File: src/ld_diag_map.vh
`ifndef LD_DIAG_MAP_VH
`define LD_DIAG_MAP_VH
// ==============================
// clock and time base
`define LD_CLK_HZ      200000000
`define LD_MS_PER_S    1000
// ==============================
// register byte offsets
`define LD_OFS_CTRL    8'h00
`define LD_OFS_STATUS  8'h04
`define LD_OFS_EXPIN   8'h08
`define LD_OFS_EXPOUT  8'h0c
`define LD_OFS_REMOTE  8'h10
`define LD_OFS_BASEIN  8'h14
// ==============================
// control fields and reset value
`define LD_CTRL_EXP_USED  0
`define LD_CTRL_EXP_REM   1
`define LD_CTRL_DEB_EN    2
`define LD_CTRL_LINK_EN   3
`define LD_CTRL_BAUD_LO   4
`define LD_CTRL_BAUD_HI   5
`define LD_CTRL_RST       6'h04
// ==============================
// status fields
`define LD_ST_BASE_FLT  0
`define LD_ST_EXP_LOW   1
`define LD_ST_EXP_UP    2
`define LD_ST_EXP_DOWN  3
`define LD_ST_PEER_FLT  4
`define LD_ST_SER_BUSY  5
// ==============================
// times in ms
`define LD_EXP_IN_LOC_MS   12'd30
`define LD_EXP_OUT_LOC_MS  12'd15
`define LD_EXP_IN_REM_MS   12'd80
`define LD_EXP_OUT_REM_MS  12'd40
`define LD_SER_TO_96_MS    12'd4000
`define LD_SER_TO_192_MS   12'd3200
`define LD_SER_TO_384_MS   12'd2400
`define LD_SER_TO_576_MS   12'd2000
`define LD_CRC_TO_96_MS    12'd250
`define LD_CRC_TO_192_MS   12'd120
`define LD_NR_TO_96_MS     12'd1500
`define LD_NR_TO_192_MS    12'd800
`define LD_DEB_MS          12'd20
`endif

File: src/ld_diag.v
`timescale 1ns/1ps
`include "ld_diag_map.vh"
// How it works
// RULE_01 - base group fault when any output faulty
// RULE_02 - two expansion group faults, lower and upper
// RULE_03 - expansion counted connected when program uses it
// RULE_04 - expansion data moves both ways over link
// RULE_05 - twelve expansion inputs, eight expansion outputs
// RULE_06 - debounce affects base inputs only
// RULE_07 - local latency 30/15 ms plus cycle
// RULE_08 - remote latency 80/40 ms plus cycle
// RULE_09 - link absent: expansion inputs, faults read zero
// RULE_10 - health flag one while expansion not functional
// RULE_11 - skipped program keeps outputs, never clears
// RULE_12 - serial timeout depends on baud rate
// RULE_13 - stalled exchange dropped, wait for start
// RULE_14 - peer fault bit: zero ok, one faulty
// RULE_15 - crc fault flagged after 250/120 ms
// RULE_16 - no response flagged after 1500/800 ms
// RULE_17 - on fault drop data, clear remote operands
// RULE_18 - after fault, retry a new exchange
// RULE_19 - program should check fault bit, ignore data
// RULE_20 - serial timer restarts per character, clears on telegram
module ld_diag #(
	parameter MS_CYCLES = `LD_CLK_HZ / `LD_MS_PER_S
) (
	// clock and reset
	input  wire        clk_sys,
	input  wire        rst,
	// apb slave
	input  wire        psel,
	input  wire        penable,
	input  wire        pwrite,
	input  wire [7:0]  paddr,
	input  wire [31:0] pwdata,
	output reg  [31:0] prdata,
	output reg         pready,
	output reg         pslverr,
	// pins from base and expansion (asynchronous)
	input  wire [3:0]  base_out_flt,
	input  wire [3:0]  base_in,
	input  wire        exp_link_up,
	input  wire [1:0]  exp_flt,
	input  wire [11:0] exp_in,
	// program scan and serial telegram events (same clock)
	input  wire        scan_tick,
	input  wire        ser_rx_start,
	input  wire        ser_rx_char,
	input  wire        ser_rx_done,
	input  wire        peer_resp,
	input  wire        peer_crc_err,
	input  wire [15:0] peer_rd_data,
	// flags and link outputs
	output reg         base_output_group_fault,
	output reg         exp_fault_outputs_upper,
	output reg         exp_fault_outputs_lower,
	output reg         expansion_down_flag,
	output reg         peer_link_fault_bit,
	output reg  [11:0] expansion_input_contacts,
	output reg  [7:0]  expansion_output_relays,
	output reg         ser_drop,
	output reg         peer_retry
);

	// ==============================
	// pin synchronisers
	reg  [22:0] sync1_r;
	reg  [22:0] sync2_r;
	wire [22:0] pins = {base_out_flt, base_in, exp_link_up, exp_flt, exp_in};
	wire [3:0]  s_bflt = sync2_r[22:19];
	wire [3:0]  s_bin  = sync2_r[18:15];
	wire        s_up   = sync2_r[14];
	wire [1:0]  s_eflt = sync2_r[13:12];
	wire [11:0] s_ein  = sync2_r[11:0];

	// two stages before any logic
	always @(posedge clk_sys) begin
		if (rst) begin
			sync1_r <= 23'h0;
			sync2_r <= 23'h0;
		end else begin
			sync1_r <= pins;
			sync2_r <= sync1_r;
		end
	end

	// ==============================
	// millisecond enable
	reg  [31:0] div_r;
	reg         ms_r;

	// one-cycle pulse each ms
	always @(posedge clk_sys) begin
		if (rst) begin
			div_r <= 32'h0;
			ms_r  <= 1'b0;
		end else if (div_r == MS_CYCLES - 1) begin
			div_r <= 32'h0;
			ms_r  <= 1'b1;
		end else begin
			div_r <= div_r + 32'h1;
			ms_r  <= 1'b0;
		end
	end

	// ==============================
	// control register and decode
	reg  [5:0]  ctrl_r;
	reg  [7:0]  exp_out_r;
	reg  [15:0] remote_r;
	reg  [3:0]  base_clean_r;
	reg         ser_busy_r;
	wire        exp_used = ctrl_r[`LD_CTRL_EXP_USED];
	wire        exp_rem  = ctrl_r[`LD_CTRL_EXP_REM];
	wire        deb_en   = ctrl_r[`LD_CTRL_DEB_EN];
	wire        link_en  = ctrl_r[`LD_CTRL_LINK_EN];
	wire [1:0]  baud     = ctrl_r[`LD_CTRL_BAUD_HI:`LD_CTRL_BAUD_LO];
	wire        wr_acc   = psel & penable & pready & pwrite;
	wire        exp_down = exp_used & ~s_up;
	reg  [31:0] rd_mux;
	reg         rd_ok;
	reg  [31:0] status_word;

	// status word, one bit per flag
	always @* begin
		status_word                  = 32'h0;
		status_word[`LD_ST_BASE_FLT] = base_output_group_fault;
		status_word[`LD_ST_EXP_LOW]  = exp_fault_outputs_lower;
		status_word[`LD_ST_EXP_UP]   = exp_fault_outputs_upper;
		status_word[`LD_ST_EXP_DOWN] = expansion_down_flag;
		status_word[`LD_ST_PEER_FLT] = peer_link_fault_bit;
		status_word[`LD_ST_SER_BUSY] = ser_busy_r;
	end

	// read data mux
	always @* begin
		rd_mux = 32'h0;
		rd_ok  = 1'b1;
		case (paddr)
			`LD_OFS_CTRL:   rd_mux = {26'h0, ctrl_r};
			`LD_OFS_STATUS: rd_mux = status_word;
			`LD_OFS_EXPIN:  rd_mux = {20'h0, expansion_input_contacts};
			`LD_OFS_EXPOUT: rd_mux = {24'h0, exp_out_r};
			`LD_OFS_REMOTE: rd_mux = {16'h0, remote_r};
			`LD_OFS_BASEIN: rd_mux = {28'h0, base_clean_r};
			default:        rd_ok  = 1'b0;
		endcase
	end

	// apb: ready in first access cycle, data latched in setup
	always @(posedge clk_sys) begin
		if (rst) begin
			pready    <= 1'b0;
			pslverr   <= 1'b0;
			prdata    <= 32'h0;
			ctrl_r    <= `LD_CTRL_RST;
			exp_out_r <= 8'h0;
		end else begin
			pready  <= psel & ~penable;
			pslverr <= psel & ~penable & ~rd_ok;
			if (psel & ~penable) begin
				prdata <= pwrite ? 32'h0 : rd_mux;
			end
			if (wr_acc && paddr == `LD_OFS_CTRL) begin
				ctrl_r <= pwdata[5:0];
			end
			if (wr_acc && paddr == `LD_OFS_EXPOUT) begin
				exp_out_r <= pwdata[7:0]; // RULE_05
			end
		end
	end

	// ==============================
	// fault flags and expansion health
	always @(posedge clk_sys) begin
		if (rst) begin
			base_output_group_fault <= 1'b0;
			exp_fault_outputs_lower <= 1'b0;
			exp_fault_outputs_upper <= 1'b0;
			expansion_down_flag     <= 1'b0;
		end else begin
			base_output_group_fault <= |s_bflt; // RULE_01
			exp_fault_outputs_lower <= exp_used & s_up & s_eflt[0]; // RULE_02 RULE_09
			exp_fault_outputs_upper <= exp_used & s_up & s_eflt[1]; // RULE_02 RULE_09
			expansion_down_flag     <= exp_down; // RULE_03 RULE_10
		end
	end

	// ==============================
	// base input debounce
	reg  [3:0]  deb_stage_r;
	reg  [11:0] deb_cnt_r;

	// expansion inputs bypass this path
	always @(posedge clk_sys) begin
		if (rst) begin
			deb_stage_r  <= 4'h0;
			deb_cnt_r    <= 12'h0;
			base_clean_r <= 4'h0;
		end else if (!deb_en) begin
			base_clean_r <= s_bin; // RULE_06
			deb_stage_r  <= s_bin;
			deb_cnt_r    <= 12'h0;
		end else if (s_bin != deb_stage_r) begin
			deb_stage_r <= s_bin;
			deb_cnt_r   <= 12'h0;
		end else if (deb_cnt_r >= `LD_DEB_MS) begin
			base_clean_r <= deb_stage_r; // RULE_06
		end else if (ms_r) begin
			deb_cnt_r <= deb_cnt_r + 12'h1;
		end
	end

	// ==============================
	// expansion transfer latency
	wire [11:0] in_lat  = exp_rem ? `LD_EXP_IN_REM_MS : `LD_EXP_IN_LOC_MS;
	wire [11:0] out_lat = exp_rem ? `LD_EXP_OUT_REM_MS : `LD_EXP_OUT_LOC_MS;
	reg  [11:0] in_stage_r;
	reg  [11:0] in_tim_r;
	reg  [7:0]  out_stage_r;
	reg  [11:0] out_tim_r;

	// inputs: stable for latency, then taken at next scan
	always @(posedge clk_sys) begin
		if (rst) begin
			in_stage_r               <= 12'h0;
			in_tim_r                 <= 12'h0;
			expansion_input_contacts <= 12'h0;
		end else if (!exp_used || !s_up) begin
			expansion_input_contacts <= 12'h0; // RULE_09
			in_stage_r               <= 12'h0;
			in_tim_r                 <= 12'h0;
		end else if (s_ein != in_stage_r) begin
			in_stage_r <= s_ein; // RULE_04
			in_tim_r   <= 12'h0;
		end else if (in_tim_r >= in_lat) begin
			if (scan_tick) begin
				expansion_input_contacts <= in_stage_r; // RULE_07 RULE_08
			end
		end else if (ms_r) begin
			in_tim_r <= in_tim_r + 12'h1;
		end
	end

	// outputs: held while link is down, sent after latency and scan
	always @(posedge clk_sys) begin
		if (rst) begin
			out_stage_r             <= 8'h0;
			out_tim_r               <= 12'h0;
			expansion_output_relays <= 8'h0;
		end else if (exp_out_r != out_stage_r) begin
			out_stage_r <= exp_out_r;
			out_tim_r   <= 12'h0;
		end else if (out_tim_r >= out_lat) begin
			if (scan_tick && exp_used && s_up) begin
				expansion_output_relays <= out_stage_r; // RULE_04 RULE_07 RULE_08 RULE_11
			end
		end else if (ms_r) begin
			out_tim_r <= out_tim_r + 12'h1;
		end
	end

	// ==============================
	// serial interface inactivity supervision
	reg  [11:0] ser_to;
	reg  [11:0] ser_tim_r;

	// timeout by baud rate
	always @* begin
		case (baud)
			2'h0:    ser_to = `LD_SER_TO_96_MS; // RULE_12
			2'h1:    ser_to = `LD_SER_TO_192_MS;
			2'h2:    ser_to = `LD_SER_TO_384_MS;
			default: ser_to = `LD_SER_TO_576_MS;
		endcase
	end

	// exchange tracking, drop on stall
	always @(posedge clk_sys) begin
		if (rst) begin
			ser_busy_r <= 1'b0;
			ser_tim_r  <= 12'h0;
			ser_drop   <= 1'b0;
		end else begin
			ser_drop <= 1'b0;
			if (ser_rx_start) begin
				ser_busy_r <= 1'b1;
				ser_tim_r  <= 12'h0;
			end else if (ser_busy_r && ser_rx_done) begin
				ser_busy_r <= 1'b0; // RULE_20
				ser_tim_r  <= 12'h0;
			end else if (ser_busy_r && ser_rx_char) begin
				ser_tim_r <= 12'h0; // RULE_20
			end else if (ser_busy_r && ser_tim_r >= ser_to) begin
				ser_busy_r <= 1'b0; // RULE_13
				ser_tim_r  <= 12'h0;
				ser_drop   <= 1'b1;
			end else if (ser_busy_r && ms_r) begin
				ser_tim_r <= ser_tim_r + 12'h1;
			end
		end
	end

	// ==============================
	// peer link supervision
	reg  [11:0] crc_to;
	reg  [11:0] nr_to;
	reg         crc_pend_r;
	reg  [11:0] crc_tim_r;
	reg  [11:0] nr_tim_r;
	wire        crc_exp = crc_pend_r && crc_tim_r >= crc_to;
	wire        nr_exp  = nr_tim_r >= nr_to;
	wire        flt_set = link_en & (crc_exp | nr_exp);

	// peer timeouts by baud, faster rates keep the 19.2 figures
	always @* begin
		case (baud)
			2'h0: begin
				crc_to = `LD_CRC_TO_96_MS; // RULE_15
				nr_to  = `LD_NR_TO_96_MS; // RULE_16
			end
			default: begin
				crc_to = `LD_CRC_TO_192_MS; // RULE_15
				nr_to  = `LD_NR_TO_192_MS; // RULE_16
			end
		endcase
	end

	// timers, fault bit, remote operands, retry
	always @(posedge clk_sys) begin
		if (rst) begin
			crc_pend_r          <= 1'b0;
			crc_tim_r           <= 12'h0;
			nr_tim_r            <= 12'h0;
			peer_link_fault_bit <= 1'b0;
			remote_r            <= 16'h0;
			peer_retry          <= 1'b0;
		end else if (!link_en) begin
			crc_pend_r          <= 1'b0;
			crc_tim_r           <= 12'h0;
			nr_tim_r            <= 12'h0;
			peer_link_fault_bit <= 1'b0; // RULE_14
			peer_retry          <= 1'b0;
		end else begin
			peer_retry <= 1'b0;
			if (flt_set) begin
				peer_link_fault_bit <= 1'b1; // RULE_14 RULE_15 RULE_16
				remote_r            <= 16'h0; // RULE_17
				peer_retry          <= 1'b1; // RULE_18
				crc_pend_r          <= 1'b0;
				crc_tim_r           <= 12'h0;
				nr_tim_r            <= 12'h0;
			end else if (peer_resp) begin
				peer_link_fault_bit <= 1'b0;
				remote_r            <= peer_rd_data;
				crc_pend_r          <= 1'b0;
				crc_tim_r           <= 12'h0;
				nr_tim_r            <= 12'h0;
			end else begin
				if (peer_crc_err) begin
					crc_pend_r <= 1'b1; // RULE_15
				end
				if (crc_pend_r && ms_r) begin
					crc_tim_r <= crc_tim_r + 12'h1;
				end
				if (ms_r) begin
					nr_tim_r <= nr_tim_r + 12'h1; // RULE_16
				end
			end
		end
	end

endmodule

File: config.mk
export PLATFORM = sky130hd
export DESIGN_NAME = ld_diag
export DESIGN_NICKNAME = d
export VERILOG_FILES = /design/src/ld_diag.v
export VERILOG_INCLUDE_DIRS = /design/src /design/src/src
export SDC_FILE = /design/constraint.sdc
export NUM_CORES = 1
export LEC_CHECK = 0
export BUFFER_PORTS_ARGS = -buffer_cell sky130_fd_sc_hd__buf_2
export CORE_UTILIZATION = 61
export CTS_CLUSTER_DIAMETER = 100
export CTS_CLUSTER_SIZE = 40
export DETAILED_ROUTE_END_ITERATION = 8
export PLACE_DENSITY = 0.84
export SLEW_MARGIN = 15
export SYNTH_ARGS = -nofsm -noshare
export SYNTH_HDL_FRONTEND = slang
export SYNTH_SLANG_ARGS = --single-unit
File: constraint.sdc
create_clock -name clk_sys -period 5.1 [get_ports clk_sys]
set_clock_uncertainty 0.05 [all_clocks]
set_input_delay 0.765 -clock clk_sys [delete_from_list [all_inputs] [get_ports clk_sys]]
set_output_delay 0.765 -clock clk_sys [all_outputs]
set_load 0.1 [all_outputs]
# Word level (Yosys, flattened, before mapping)
# Index checks and enable logic that the tools add are counted.
[classes]
add_sub_neg = 7
n_lt_le_gt_ge = 6
n_eq_ne = 15
mux = 24
bitwise_logic = 21
reduce_logical = 36
[op_table]
columns = ["op", "count"]
rows = [
  ["16-bit case mux with 6 select lines", 1],
  ["12-bit by 1-bit adder with 12-bit output, second input constant", 6],
  ["12-bit >= comparator", 3],
  ["12-bit case mux with 3 select lines", 1],
  ["32-bit by 1-bit adder with 32-bit output, second input constant", 1],
  ["32-bit by 18-bit == test with 1-bit output, second input constant", 1],
  ["16-bit two-way mux", 2],
  ["32-bit two-way mux", 1],
  ["4-bit two-way mux", 5],
  ["8-bit by 4-bit == test with 1-bit output, second input constant", 2],
  ["8-bit by 5-bit == test with 1-bit output, second input constant", 2],
  ["12-bit by 5-bit >= comparator with 1-bit output, second input constant", 1],
  ["12-bit by 6-bit >= comparator with 1-bit output", 1],
  ["12-bit by 7-bit >= comparator with 1-bit output", 1],
  ["12-bit != test", 1],
  ["2-bit AND reduction", 6],
  ["4-bit OR reduction", 3],
  ["11-bit two-way mux", 1],
  ["1-bit AND", 10],
  ["1-bit logical AND", 10],
  ["1-bit two-way mux", 10],
  ["1-bit NOT", 10],
  ["8-bit by 3-bit == test with 1-bit output, second input constant", 1],
  ["8-bit zero test", 1],
  ["21 further kinds", 28],
]
[word_totals]
ff_bits = 272
input_bits = 90
output_inout_bits = 61
elab_cells = 140

# Longest topological paths before layout
[logic_depth]
depth_word = 8
ltp_mapped = 12
mapped_depth_nobuf = 10

# Least setup slack after synthesis
# Ideal clock, no wire load.
[synth_timing]
path_kind = "register to register"
start = "register ctrl_r[4]"
end = "register remote_r[10]"
setup_time_ns = 0.059
arrival_time_ns = 2.438
required_ns = 4.991
path_slack_ns = 2.553
path_stages_with_launch = 12
n_path_buf = 2
period_less_slack_ns = 2.547
path_cell_list = "dfxtp_1 > inv_1 > ha_1 > inv_1 > ha_1 > a311oi_1 > o211ai_1 > a221oi_2 > and4b_1 > buf_4 > buf_6 > a22o_1"
[synth_between]
elab_chain_cells = 8
elab_cells_between_ends = 11
cone_classes = "order compare: 2; mux: 3; bitwise: 2; reduce/logical: 4"
[synth_rtl]
columns = ["element", "line_no", "source"]
rows = [
  ["start: declaration", "ld_diag.v:108", "reg [5:0] ctrl_r;"],
  ["start signal: assignment", "ld_diag.v:156", "ctrl_r <= `LD_CTRL_RST;"],
  ["start signal: assignment", "ld_diag.v:165", "ctrl_r <= pwdata[5:0];"],
  ["2-bit zero test (*)", "ld_diag.v:317", "case (baud)"],
  ["8-bit two-way mux", "ld_diag.v:317", ""],
  ["12-bit >= comparator", "ld_diag.v:311", "wire crc_exp = crc_pend_r && crc_tim_r >= crc_to;"],
  ["1-bit logical AND", "ld_diag.v:311", ""],
  ["1-bit OR (*)", "ld_diag.v:313", "wire flt_set = link_en & (crc_exp | nr_exp);"],
  ["1-bit AND (*)", "ld_diag.v:313", ""],
  ["2-bit nonzero test (no source line)", "--", ""],
  ["2-bit AND reduction (no source line)", "--", ""],
  ["end signal: assignment", "ld_diag.v:355", "remote_r <= peer_rd_data;"],
  ["end: declaration", "ld_diag.v:110", "reg [15:0] remote_r;"],
]
# Every way passes the cells marked *; elsewhere a longest branch is shown, timed or not.
# A chain may end at the register's enable or synchronous reset.

# Worst setup path after layout
[layout_timing]
start = "register ctrl_r[4]"
end = "register remote_r[12]"
# Same word-level chain as after synthesis.

==> results.toml <==
[timing]
fin_crit_sh_pct = 66.90
timing.final.crit_period_ns = 3.412
report.final.setup_viol = 0
slew_headroom_pct = 27.36
worst_slew_pin_slew_ns = 1.075
hold_violations = 0
grt_setup_unrepaired = "false"
final_max_slew_viol_count = 0
max_freq_mhz = 293.1
fin_tns_setup_ns = 0

[flow_run]
cap_violations = 0

[yosys]
yosys-top-cells-count = "dfxtp_1, nor2_1, nor2b_1"
synth_top_area_cell = "dfxtp_1"
synth.avg_cell_area_um2 = 9.670
yosysMostFrequentCell = "dfxtp_1"
syn_inst = 1083
synthFlopType = "dfxtp_1"
synthArstFlopShare_pct = 0
synth.distinct_cells = 57
yosysTopAreaCellShare_pct = 48.94
ys_top_cells_by_area = "dfxtp_1, nor2_1, xor2_1, ha_1, mux2i_1"
synth_sequential_area_ratio_pct = 48.94
yosysWarnings = 0
synth_edf_count = 0
ys_seq_elements = 256
syn-cell-area_um2 = 10470

[route]
wirelength_um = 20680
firstDrtPassIters = 5
drt_iter0_drc = 451
ant_nets = 0
routedWlPerCell_um = 14.91
drc = 0
via_per_inst = 5.478
routed-via-count = 7598

[place]
dp_hpwl_um = 14900
portBuffers = 110
place.gp.congestion = 0.8726
dp_cells = 1372
dpl_cell_area_um2 = 11070

[min_path]
hold_start = "sync1_r[18]$_SDFF_PP0_"
hold_depth = 1
min_to = "sync2_r[18]$_SDFF_PP0_"
hp-class = "flop to flop"

[power]
power.density_nw_per_um2 = 281.5
power.leakage_nw = 4.713
peakVddDrop_uv = 257.5

[floorplan]
die-area_um2 = 17700
die_x_um = 133.0
core-area_um2 = 16700
fp.dieH_um = 133.0
ios = 151
rows = 47
start_util_pct = 62.71

[outcome]
status = "finished clean"

[grt]
grt_pass1_wl_um = 34100
grt.total_usage_pct = 23.42
antenna_found_initial = 2
grt_remaining_overflow = 0
grt_max_degree = 77
grt_pass1_vias = 7109

[layout]
fillers = 1308
syn2layout_area_growth_pct = 8.721
post-route-cell-area_um2 = 11390
stdcell_count = 1387
nets = 1292
drive_gt1_share_pct = 12.10

[setup_path]
cp.required_ns = 5.48
critPathKind = "flop to flop"
r2r_cells = 9
worstReg2RegStart = "ctrl_r[4]$_SDFFE_PP0P_"
critPathLaunchType = "flop"
cp.arrival_ns = 3.79
worstSetupEndpointType = "flop"
r2r_slack_ns = 1.69
crit_fanout = 16
r2r-end = "remote_r[12]$_SDFFE_PP0P_"

[clocking]
cts.path.max_buffers = 3
ctsHoldBuffers = 0
cts-root-buf = "clkbuf_16"
numCtsBuffers = 10
clk_latency_ns = 0.48
clkTransAtPathRegs_ns = 0.14
cts_resized = 0
htreeDepth = 1
post_cts_buffers = 0
clock-sinks = 256
cts_tree = "yes"
## cell type report
cell class                      instances  area (um^2)  share of cell area, %
Antenna cell                            2        5.005                0.04396
Tap cell                              220        275.3                  2.418
Clock buffer                           11        275.3                  2.418
Timing Repair Buffer                  112        568.0                  4.989
Clock inverter                          2        27.53                 0.2418
Multi-Input combinational cell        758         5012                  44.02
Sequential cell                       256         5125                  45.01
Inverter                               26        97.59                 0.8571
## cell families after synthesis
| group | count (synthesis) | share of synthesized area, % |
|---|---|---|
| and+or+nand+nor | 455 | 22.02 |
| DFF | 256 | 48.94 |
| xor gates and xnor gates | 99 | 8.280 |
| AOI/OAI and AO/OA | 98 | 6.894 |
| buffers and inverters | 84 | 3.799 |
| muxes | 52 | 5.496 |
| adders and majority gates | 38 | 4.540 |
| other | 1 | 0.03581 |
## cell usage in the layout, fill, tap and decap left out, drive strengths merged, types with 7 or more instances in the layout
cell type / synthesis / layout
o21ai: 12 / 12
a21oi: 17 / 17
and4: 9 / 9
ha: 38 / 38
nand2: 52 / 52
buf: 26 / 112
and3: 24 / 24
xor2: 58 / 58
a22o: 26 / 26
a22oi: 10 / 10
nand4: 25 / 25
nor3: 13 / 13
mux2i: 44 / 44
clkbuf: 32 / 11
a211oi: 7 / 7
nor2: 163 / 163
inv: 26 / 27
and2: 32 / 32
nand3: 35 / 35
nor4: 14 / 14
xnor2: 41 / 41
nor2b: 67 / 67
dfxtp: 256 / 256
conb: 1 / 16
## worst max-delay path by stage
stage	endpoint	start	slack, ns	depth (start not counted)
after floorplan	remote_r[10]$_SDFFE_PP0P_	ctrl_r[4]$_SDFFE_PP0P_	2.55	11
after global placement	crc_tim_r[1]$_SDFFE_PP0P_	ctrl_r[4]$_SDFFE_PP0P_	1.92	9
after detailed placement	remote_r[5]$_SDFFE_PP0P_	ctrl_r[5]$_SDFFE_PP0P_	1.80	9
after CTS	remote_r[12]$_SDFFE_PP0P_	ctrl_r[5]$_SDFFE_PP0P_	1.76	9
after global routing	remote_r[12]$_SDFFE_PP0P_	ctrl_r[5]$_SDFFE_PP0P_	1.35	9
final	remote_r[12]$_SDFFE_PP0P_	ctrl_r[4]$_SDFFE_PP0P_	1.69	9
## metrics by stage
step                util [%]  worst slack (ns)  hold slack, ns  power, mW
floorplan                  -             2.553          0.3557      2.206
global placement       66.29             1.916          0.3622      2.238
detailed placement     66.29             1.798          0.3712      2.240
CTS                    68.11             1.764          0.3987      3.225
global route           68.16             1.348          0.3969      3.306
finish                 68.18             1.688          0.3931      3.205
## per-layer routing
layer  track usage, %  part of all wire [%]  up-vias  routed length [um]
met5                0                     0        -                   0
met4            6.003                   1.9        0                 394
met3            2.452                   4.2       27                 859
met2            40.40                    48      144                9889
met1            31.25                    46     3624                9536
li1                 -                     -     3803                   -
## state kept, by name (all words and copies together), names as in the netlist, 4 cells and up
name and count:
out_stage_r 8, deb_cnt_r 12, crc_tim_r 12, exp_out_r 8
sync1_r 23, deb_stage_r 4, in_tim_r 12, prdata 16
expansion_input_contacts 12, base_clean_r 4, remote_r 16, in_stage_r 12
ctrl_r 6, expansion_output_relays 8, sync2_r 23, out_tim_r 12
div_r 32, nr_tim_r 12, ser_tim_r 12
## critical path: stages, from the launching register on
cell	delay (ns)
dfxtp_1	0.48
inv_1	0.12
ha_1	0.32
inv_1	0.23
ha_1	0.29
a311oi_1	0.27
o211ai_1	0.16
a221oi_2	0.50
and4b_1	0.70
a22o_1	0.25
## where the power goes
group          total (mW)  internal, mW  switching (mW)
sequential           2.03          2.02          0.0105
clock                1.01         0.404           0.604
combinational       0.165        0.0452           0.119
total                3.20          2.47           0.734
No activity file was read; power rests on OpenSTA's default activity.
